## src/hw/ctm_pkg.sv

```systemverilog
// package: register map, field layouts and constants of the compact timer
package ctm_pkg;

    // ------------------------------------------------------------
    // register byte offsets on the apb bus
    // ------------------------------------------------------------
    localparam logic [7:0] CTM_TIMER_CONTROL_FIRST_OFS = 8'h00;
    localparam logic [7:0] CTM_TIMER_CONTROL_SECOND_OFS = 8'h04;
    localparam logic [7:0] CTM_COUNTER_LOW_BYTE_OFS = 8'h08;
    localparam logic [7:0] CTM_COUNTER_HIGH_BITS_OFS = 8'h0C;
    localparam logic [7:0] CTM_COMPARE_A_LOW_BYTE_OFS = 8'h10;
    localparam logic [7:0] CTM_COMPARE_A_HIGH_BITS_OFS = 8'h14;
    localparam logic [7:0] CTM_MATCH_FLAGS_OFS = 8'h18;

    // ------------------------------------------------------------
    // widths, field positions and reset values
    // ------------------------------------------------------------
    localparam int CTM_CNT_W = 10;
    localparam int CTM_PER_LSB = 7;
    localparam logic [9:0] CTM_CNT_MAX = 10'h3FF;
    localparam logic [7:0] CTM_CTRL_RESET = 8'h00;
    localparam logic [9:0] CTM_CMP_RESET = 10'h000;
    localparam int CTM_FLAG_A_BIT = 0;
    localparam int CTM_FLAG_P_BIT = 1;
    localparam logic [10:0] CTM_FULL_SPAN = 11'h400;

    // operating modes
    localparam logic [1:0] CTM_MODE_CMP = 2'h0;
    localparam logic [1:0] CTM_MODE_PWM = 2'h2;
    localparam logic [1:0] CTM_MODE_TC = 2'h3;

    // output-function codes
    localparam logic [1:0] CTM_IO_NONE = 2'h0;
    localparam logic [1:0] CTM_IO_LOW = 2'h1;
    localparam logic [1:0] CTM_IO_HIGH = 2'h2;
    localparam logic [1:0] CTM_IO_TOGGLE = 2'h3;

    // first control register layout, bit 7 down to bit 0
    typedef struct packed {
        logic counter_pause;
        logic [2:0] clock_select;
        logic timer_on;
        logic [2:0] period_compare_bits;
    } ctm_ctrl_first_t;

    // second control register layout, bit 7 down to bit 0
    typedef struct packed {
        logic [1:0] mode_select;
        logic [1:0] output_function;
        logic output_control;
        logic output_invert;
        logic period_duty_swap;
        logic clear_select;
    } ctm_ctrl_second_t;

endpackage

```

## src/hw/ctm_timer.sv

```systemverilog
// compact 10-bit timer with compare output, timer/counter and pwm modes
`timescale 1ns/100ps
// Behaviour
// - polarity bit inverts the output pin; no effect in timer/counter mode
// - swap 0 gives period from 3-bit value, duty from compare-A; 1 reversed
// - clear-select 1 clears on A match; 0 clears on P match or overflow
// - overflow clear under P selection only when period bits are all zero
// - clear-select is ignored in pwm mode
// - counter is read-only, low byte plus two high bits, upper bits zero
// - compare-A is read/write, low byte plus two high bits, resets to zero
// - mode bits 00 compare output, 10 pwm, 11 timer/counter
// - compare mode with clear-select 0 raises both A and P flags
// - clear-select 1 outside pwm raises only the A flag, never the P flag
// - clear-select 1 with compare-A zero overflows at 3FF without A flag
// - in compare mode only A matches change the pin
// - A match drives pin high, low or toggles per function bits; 00 none
// - timer-on rising loads pin with output-control level in compare mode
// - timer/counter mode counts and flags like compare mode, pin undriven
// - pwm uses one compare to clear counter, the other for duty
// - pwm raises A flag on every A match and P flag on every P match
// - pwm output-control picks active level, function bits enable or force
// - swap 0 period is 128 times 3-bit value, 000 gives 1024
// - duty at or above period holds pwm active all period
// - swap 1 period from compare-A, duty from 3-bit value in 128 steps
// - pwm counting and matching continue while the pin is forced
// - each pwm period starts when the period comparator clears the counter
// - period value compared only with counter bits 9 to 7
// - timer-on rise zeroes counter; falling keeps the value and stops
// - pause freezes the counter and resumes from the same value
module ctm_timer
    import ctm_pkg::*;
(
    input wire logic clk_in,
    input wire logic rst_n_in,
    input wire logic psel_in,
    input wire logic penable_in,
    input wire logic pwrite_in,
    input wire logic [7:0] paddr_in,
    input wire logic [31:0] pwdata_in,
    output logic [31:0] prdata_out,
    output logic pready_out,
    output logic pslverr_out,
    output logic timer_output_pin_first_out,
    output logic timer_output_pin_second_out,
    output logic pin_enable_out,
    output logic match_a_flag_out,
    output logic match_p_flag_out
);

    // ------------------------------------------------------------
    // register state
    // ------------------------------------------------------------
    ctm_ctrl_first_t ctrl0_reg;
    ctm_ctrl_second_t ctrl1_reg;
    logic [9:0] compare_a_value_reg;
    logic [9:0] count_reg;
    logic match_a_flag_reg;
    logic match_p_flag_reg;
    logic cmp_level_reg;
    logic pin_reg;
    logic pin_en_reg;
    logic [31:0] rdata_reg;

    // ------------------------------------------------------------
    // apb decode
    // ------------------------------------------------------------
    logic setup_ph;
    logic access_ph;
    logic wr_en;
    logic mapped;
    logic sel_c0;
    logic sel_c1;
    logic sel_cl;
    logic sel_ch;
    logic sel_al;
    logic sel_ah;
    logic sel_fl;
    logic [31:0] rd_mux;

    assign setup_ph = psel_in && !penable_in;
    assign access_ph = psel_in && penable_in;
    assign sel_c0 = (paddr_in == CTM_TIMER_CONTROL_FIRST_OFS);
    assign sel_c1 = (paddr_in == CTM_TIMER_CONTROL_SECOND_OFS);
    assign sel_cl = (paddr_in == CTM_COUNTER_LOW_BYTE_OFS);
    assign sel_ch = (paddr_in == CTM_COUNTER_HIGH_BITS_OFS);
    assign sel_al = (paddr_in == CTM_COMPARE_A_LOW_BYTE_OFS);
    assign sel_ah = (paddr_in == CTM_COMPARE_A_HIGH_BITS_OFS);
    assign sel_fl = (paddr_in == CTM_MATCH_FLAGS_OFS);
    assign mapped = sel_c0 | sel_c1 | sel_cl | sel_ch | sel_al | sel_ah | sel_fl;
    // zero wait states; writes land at the access-phase edge
    assign pready_out = access_ph;
    assign pslverr_out = access_ph && !mapped;
    assign wr_en = access_ph && pwrite_in;

    // read mux, registered in the setup phase so prdata comes from a flop
    always_comb begin
        rd_mux = 32'h0000_0000;
        if (sel_c0) begin
            rd_mux[7:0] = ctrl0_reg;
        end else if (sel_c1) begin
            rd_mux[7:0] = ctrl1_reg;
        end else if (sel_cl) begin
            rd_mux[7:0] = count_reg[7:0];
        end else if (sel_ch) begin
            rd_mux[1:0] = count_reg[9:8];
        end else if (sel_al) begin
            rd_mux[7:0] = compare_a_value_reg[7:0];
        end else if (sel_ah) begin
            rd_mux[1:0] = compare_a_value_reg[9:8];
        end else if (sel_fl) begin
            rd_mux[CTM_FLAG_A_BIT] = match_a_flag_reg;
            rd_mux[CTM_FLAG_P_BIT] = match_p_flag_reg;
        end
    end

    always_ff @(posedge clk_in or negedge rst_n_in) begin
        if (!rst_n_in) begin
            rdata_reg <= 32'h0000_0000;
        end else if (setup_ph && !pwrite_in) begin
            rdata_reg <= rd_mux;
        end
    end
    assign prdata_out = rdata_reg;

    // ------------------------------------------------------------
    // control and compare registers
    // ------------------------------------------------------------
    logic on_rise;
    assign on_rise = wr_en && sel_c0 && pwdata_in[3] && !ctrl0_reg.timer_on;

    // counter registers have no write path at all
    always_ff @(posedge clk_in or negedge rst_n_in) begin
        if (!rst_n_in) begin
            ctrl0_reg <= CTM_CTRL_RESET;
            ctrl1_reg <= CTM_CTRL_RESET;
            compare_a_value_reg <= CTM_CMP_RESET;
        end else if (wr_en) begin
            if (sel_c0) begin
                ctrl0_reg <= pwdata_in[7:0];
            end else if (sel_c1) begin
                ctrl1_reg <= pwdata_in[7:0];
            end else if (sel_al) begin
                compare_a_value_reg[7:0] <= pwdata_in[7:0];
            end else if (sel_ah) begin
                compare_a_value_reg[9:8] <= pwdata_in[1:0];
            end
        end
    end

    // ------------------------------------------------------------
    // comparators and counter
    // ------------------------------------------------------------
    logic [2:0] per_bits;
    logic [1:0] mode;
    logic is_pwm;
    logic is_cmp;
    logic tick;
    logic [10:0] inc;
    logic ovf;
    logic a_raw;
    logic p_raw;
    logic clr;
    logic ev_a;
    logic ev_p;

    assign per_bits = ctrl0_reg.period_compare_bits;
    assign mode = ctrl1_reg.mode_select;
    assign is_pwm = (mode == CTM_MODE_PWM);
    assign is_cmp = (mode == CTM_MODE_CMP);
    // pause and off both stop the count without touching it
    assign tick = ctrl0_reg.timer_on && !ctrl0_reg.counter_pause && !on_rise;
    assign inc = {1'b0, count_reg} + 11'h001;
    assign ovf = inc[10];
    // a match is seen on the value the counter is about to reach
    assign a_raw = (inc[9:0] == compare_a_value_reg) && (compare_a_value_reg != 10'h000);
    // period value meets only the top three bits; zero means the overflow
    assign p_raw = (inc[9:CTM_PER_LSB] == per_bits) && (inc[6:0] == 7'h00)
                   && ((per_bits != 3'h0) || ovf);

    // clear source: pwm picks by swap bit, other modes by clear-select
    always_comb begin
        if (is_pwm) begin
            if (ctrl1_reg.period_duty_swap) begin
                clr = a_raw || ovf;
            end else begin
                clr = p_raw;
            end
        end else if (ctrl1_reg.clear_select) begin
            clr = a_raw || ovf;
        end else begin
            clr = p_raw;
        end
    end

    assign ev_a = tick && a_raw;
    // clear-select 1 suppresses P outside pwm
    assign ev_p = tick && p_raw && (is_pwm || !ctrl1_reg.clear_select);

    always_ff @(posedge clk_in or negedge rst_n_in) begin
        if (!rst_n_in) begin
            count_reg <= 10'h000;
        end else if (on_rise) begin
            count_reg <= 10'h000;
        end else if (tick) begin
            count_reg <= clr ? 10'h000 : inc[9:0];
        end
    end

    // ------------------------------------------------------------
    // match flags, write one to clear; a new match wins the clear
    // ------------------------------------------------------------
    logic clr_flags;
    assign clr_flags = wr_en && sel_fl;

    always_ff @(posedge clk_in or negedge rst_n_in) begin
        if (!rst_n_in) begin
            match_a_flag_reg <= 1'b0;
            match_p_flag_reg <= 1'b0;
        end else begin
            if (ev_a) begin
                match_a_flag_reg <= 1'b1;
            end else if (clr_flags && pwdata_in[CTM_FLAG_A_BIT]) begin
                match_a_flag_reg <= 1'b0;
            end
            if (ev_p) begin
                match_p_flag_reg <= 1'b1;
            end else if (clr_flags && pwdata_in[CTM_FLAG_P_BIT]) begin
                match_p_flag_reg <= 1'b0;
            end
        end
    end
    assign match_a_flag_out = match_a_flag_reg;
    assign match_p_flag_out = match_p_flag_reg;

    // ------------------------------------------------------------
    // compare-mode output level
    // ------------------------------------------------------------
    always_ff @(posedge clk_in or negedge rst_n_in) begin
        if (!rst_n_in) begin
            cmp_level_reg <= 1'b0;
        end else if (on_rise && is_cmp) begin
            cmp_level_reg <= ctrl1_reg.output_control;
        end else if (ev_a && is_cmp) begin
            // only comparator A moves the pin
            case (ctrl1_reg.output_function)
                CTM_IO_LOW: begin
                    cmp_level_reg <= 1'b0;
                end
                CTM_IO_HIGH: begin
                    cmp_level_reg <= 1'b1;
                end
                CTM_IO_TOGGLE: begin
                    cmp_level_reg <= !cmp_level_reg;
                end
                default: begin
                    cmp_level_reg <= cmp_level_reg;
                end
            endcase
        end
    end

    // ------------------------------------------------------------
    // pwm level and pin drive
    // ------------------------------------------------------------
    logic [10:0] duty;
    logic pwm_on;
    logic active_lvl;
    logic pwm_level;
    logic pin_next;
    logic pin_en_next;

    // duty from compare-A, or from the period bits in 128-count steps
    assign duty = ctrl1_reg.period_duty_swap
                  ? ((per_bits == 3'h0) ? CTM_FULL_SPAN : {1'b0, per_bits, 7'h00})
                  : {1'b0, compare_a_value_reg};
    // duty at or past the period keeps the wave active all along
    assign pwm_on = ({1'b0, count_reg} < duty);
    assign active_lvl = ctrl1_reg.output_control;

    // forcing codes only touch the pin; counting runs on regardless
    always_comb begin
        case (ctrl1_reg.output_function)
            CTM_IO_LOW: begin
                pwm_level = active_lvl;
            end
            CTM_IO_HIGH: begin
                pwm_level = pwm_on ? active_lvl : !active_lvl;
            end
            default: begin
                pwm_level = !active_lvl;
            end
        endcase
    end

    // undefined mode code is treated like timer/counter: pin released
    always_comb begin
        pin_en_next = is_cmp || is_pwm;
        if (is_pwm) begin
            pin_next = pwm_level ^ ctrl1_reg.output_invert;
        end else if (is_cmp) begin
            pin_next = cmp_level_reg ^ ctrl1_reg.output_invert;
        end else begin
            pin_next = 1'b0;
        end
    end

    // pin registered, so it trails the internal level by one clock
    always_ff @(posedge clk_in or negedge rst_n_in) begin
        if (!rst_n_in) begin
            pin_reg <= 1'b0;
            pin_en_reg <= 1'b0;
        end else begin
            pin_reg <= pin_next;
            pin_en_reg <= pin_en_next;
        end
    end
    assign timer_output_pin_first_out = pin_reg;
    assign timer_output_pin_second_out = pin_reg;
    assign pin_enable_out = pin_en_reg;
endmodule // ctm_timer

```

## config.mk

```make
export PLATFORM = sky130hd
export DESIGN_NAME = ctm_timer
export DESIGN_NICKNAME = d
export VERILOG_FILES = /design/src/hw/ctm_pkg.sv /design/src/hw/ctm_timer.sv
export SDC_FILE = /design/constraint.sdc
export NUM_CORES = 1
export LEC_CHECK = 0
export BUFFER_PORTS_ARGS = -buffer_cell sky130_fd_sc_hd__buf_2
export CORE_MARGIN = 2
export CORE_UTILIZATION = 55
export DETAILED_ROUTE_END_ITERATION = 7
export PLACE_DENSITY_LB_ADDON = 0.2
export RECOVER_POWER = 25
export SLEW_MARGIN = 30
export SYNTH_ARGS = -nofsm -noshare
export SYNTH_HDL_FRONTEND = slang
export SYNTH_SLANG_ARGS = --single-unit
export TNS_END_PERCENT = 50
```

## constraint.sdc

```tcl
create_clock -name clk_in -period 3.3 [get_ports clk_in]
set_clock_uncertainty 0.05 [all_clocks]
set_input_delay 0.825 -clock clk_in [delete_from_list [all_inputs] [get_ports clk_in]]
set_output_delay 0.825 -clock clk_in [all_outputs]
set_load 0.05 [all_outputs]
```

==> metrics.txt <==
cell area power density ~440 nW/µm²; I/O Buffers 35; Root Driver clkbuf_8; hold-fix buffers at CTS 0; routed vias/inst 6.04; peak supply drop between 0.3 and 0.4 mV; max frequency 0.337 GHz; Area Overhead vs Synth 5.67%; CTS tree yes; Yosys reg bits 49; total of max-cap violations 0; CTS Buffer Depth 2; Detailed Place HPWL 6.52 mm; largest family of logic cells by synthesized area simple AND/OR/NAND/NOR gates; H-tree depth 2; critical path endpoint category output port; CTS Buf Count 5; unique cell type count in the Yosys netlist 67; violated checks design-rule violations; ys async rst share 100%; number of placed I/O pins 84; multiplexer area fraction after synthesis 10.1%; number of inserted diodes 0; Synth Area in Compound Gates ~16%; Yosys warnings 0; synthesized area per cell 9.05 µm²; placed cells 504; final period utilization 89.9%; Worst Max-Slew Pin Slew between 1000 and 1500 ps; Slew Limit Headroom 10.3%; largest net degree at the start of global routing 26; Arr. time, crit path 2090 ps; most common cell after layout, fill and taps aside dfrtp_1; CTS-repair resized insts 0; Tot GR Track Use between 20% and 30%; Worst Setup EP pslverr_out; DR pass1 iterations 8; Sum Neg Setup Slack 0 ps; post-synthesis cell count 407; Post-synth EDFFs 0; critical path launch point paddr_in[0]; 1st-iter DRT viols 286; initial antenna violation count 0; RSZ-0062 raised after global routing false; sequential area share after synthesis 33.3%; core region area 6420 µm²; min Tclk post-route between 2000 and 3000 ps; status complete, but fails checks; Mapped Area approximately 3700 µm²; remaining antenna violation count after routing 0; R2R setup slack about 540 ps; Finished Layout Cells approximately 510; Layout Nets 493; final slew viol count 0; clock tree sinks 49; Util after Layout roughly three fifths; fraction of layout instances using a drive strength above 1 20.5%; post-synthesis adder-cell area fraction 4.76%; Post-Synth Simple-Gate Area 22.5%; kind of critical path input pin to output port; CP Data Required Time 2420 ps; DIE WIDTH around 86 µm; top_reg_cell synth dfrtp_1; Finish-stage setup viols 0; vias in the first global route 2790; XOR/XNOR Fraction of Synth Area under 10%; final wirelength ~9 mm; residual overflow from global routing 0; Critical Path Fanout Max 5; via count 3093; first-pass GRT wire length roughly 14 mm; Final GP Congestion around 0.91; Final Hold Vio Count 0; Clock Latency Late Sink 310 ps; Site Rows 29; reg-to-reg endpoint count_reg[0]$_DFFE_PN0P_; Routed WL per cell around 17 µm; worst r2r src count_reg[2]$_DFFE_PN0P_; startpoint types input pin; DRC 9; Total Die Area about 7400 µm²; LEAKAGE 0.00185 µW; starting density of the core a little under three fifths; setup bufs post-CTS 0; Die Y 85.8 µm; clk slew on worst S/H paths 90 ps; most frequent cells in the layout dfrtp_1 (49), nand2_1 (42), buf_2 (34), nor2_1 (25), mux2_2 (25); R2R depth 7; Hold WC Path Type register to register
critical path, cell delays in order:
cell and delay [ps]:
buf_2 90, or4_1 650, nor2_1 230, a21boi_1 80, buf_2 210
area by class of cell:
cell class / count / area, µm²
inverters: 11 / 41.3
repair buffers: 46 / 254
well taps: 77 / 96.3
clock inverters: 2 / 13.8
flip-flops and latches: 49 / 1230
clock buffers: 6 / 72.6
multi-input cells: 321 / 2190
fillers: 599 / 2530
kinds of logic (layout without fill, tap and decap cells):
| logic type | Yosys count | count (layout) |
|---|---|---|
| AO/OA/AOI/OAI | 82 | 82 |
| multiplexers | 34 | 34 |
| buffers and inverters | 60 | 65 |
| other | 1 | 24 |
| flip-flops | 49 | 49 |
| AND/OR/NAND/NOR | 154 | 154 |
| XOR/XNOR | 13 | 13 |
| adder cells (fa/ha/maj) | 14 | 14 |
per-layer routing:
layer  up-vias  part of all wire [%]  global-route usage (%)  routed length (µm)
li1       1474                     -                       -                   -
met1      1464                    45                    35.0                3970
met2       142                    45                    39.7                3980
met3        13                   7.5                    3.27                 661
met4         0                   1.7                    6.35                 151
met5         -                     0                       0                   0
cells in the mapped netlist (2+ instances only):
master	count	area share [%]
a311o_1	2	0.54
clkbuf_1	13	1.3
a221oi_1	5	1.2
nor2_1	25	2.5
and3b_1	3	0.71
xor2_1	6	1.4
nand2_1	42	4.3
a211oi_1	2	0.41
ha_1	14	4.8
nor2b_1	10	1.7
o22ai_1	12	2.0
o211ai_1	3	0.61
nor4b_1	2	0.48
mux2i_1	9	2.4
a32o_1	2	0.54
a22oi_1	5	1.0
nor3_1	10	1.4
dfrtp_1	49	33
nand3_1	13	1.8
or4_1	3	0.61
a2111oi_0	2	0.48
nand4_1	6	1.0
xnor3_1	2	1.2
nor4_1	3	0.51
and2_1	10	1.7
nand2b_1	9	1.5
nand4b_1	2	0.48
xnor2_1	5	1.2
mux2_2	25	7.6
a21o_1	3	0.61
inv_1	11	1.1
o21ai_0	19	2.6
and3_1	5	0.85
a21oi_1	9	1.2
o211a_1	2	0.54
buf_2	4	0.54
buf_4	28	5.7
a22o_1	3	0.71
where the power goes:
group / total (µW) / switching, µW / internal (µW)
registers: 759 / 115 / 644
clock network: 362 / 211 / 151
logic: 604 / 367 / 237
through the flow:
step           power (µW)  hold slack, ps  area [µm²]  setup slack, ps
3_3_place_gp         1340             413        3810              356
4_1_cts              1730             436        3900              343
2_1_floorplan        1250             428        3770              161
3_5_place_dp         1360             415        3810              358
6_report             1730             427        3890              332
5_1_grt              1830             457        3890              297
how the worst min path moves through the flow:
stage	from	end	slack, ps	depth (start not counted)
after floorplan	ctrl0_reg[5]$_DFFE_PN0P_	ctrl0_reg[5]$_DFFE_PN0P_	430	1
after global placement	prdata_out[1]$_DFFE_PN0P_	prdata_out[1]$_DFFE_PN0P_	410	2
after detailed placement	prdata_out[3]$_DFFE_PN0P_	prdata_out[3]$_DFFE_PN0P_	410	2
after CTS	prdata_out[3]$_DFFE_PN0P_	prdata_out[3]$_DFFE_PN0P_	440	2
after global routing	prdata_out[3]$_DFFE_PN0P_	prdata_out[3]$_DFFE_PN0P_	460	2
final	prdata_out[3]$_DFFE_PN0P_	prdata_out[3]$_DFFE_PN0P_	430	2
No activity file was read; power rests on OpenSTA's default activity.
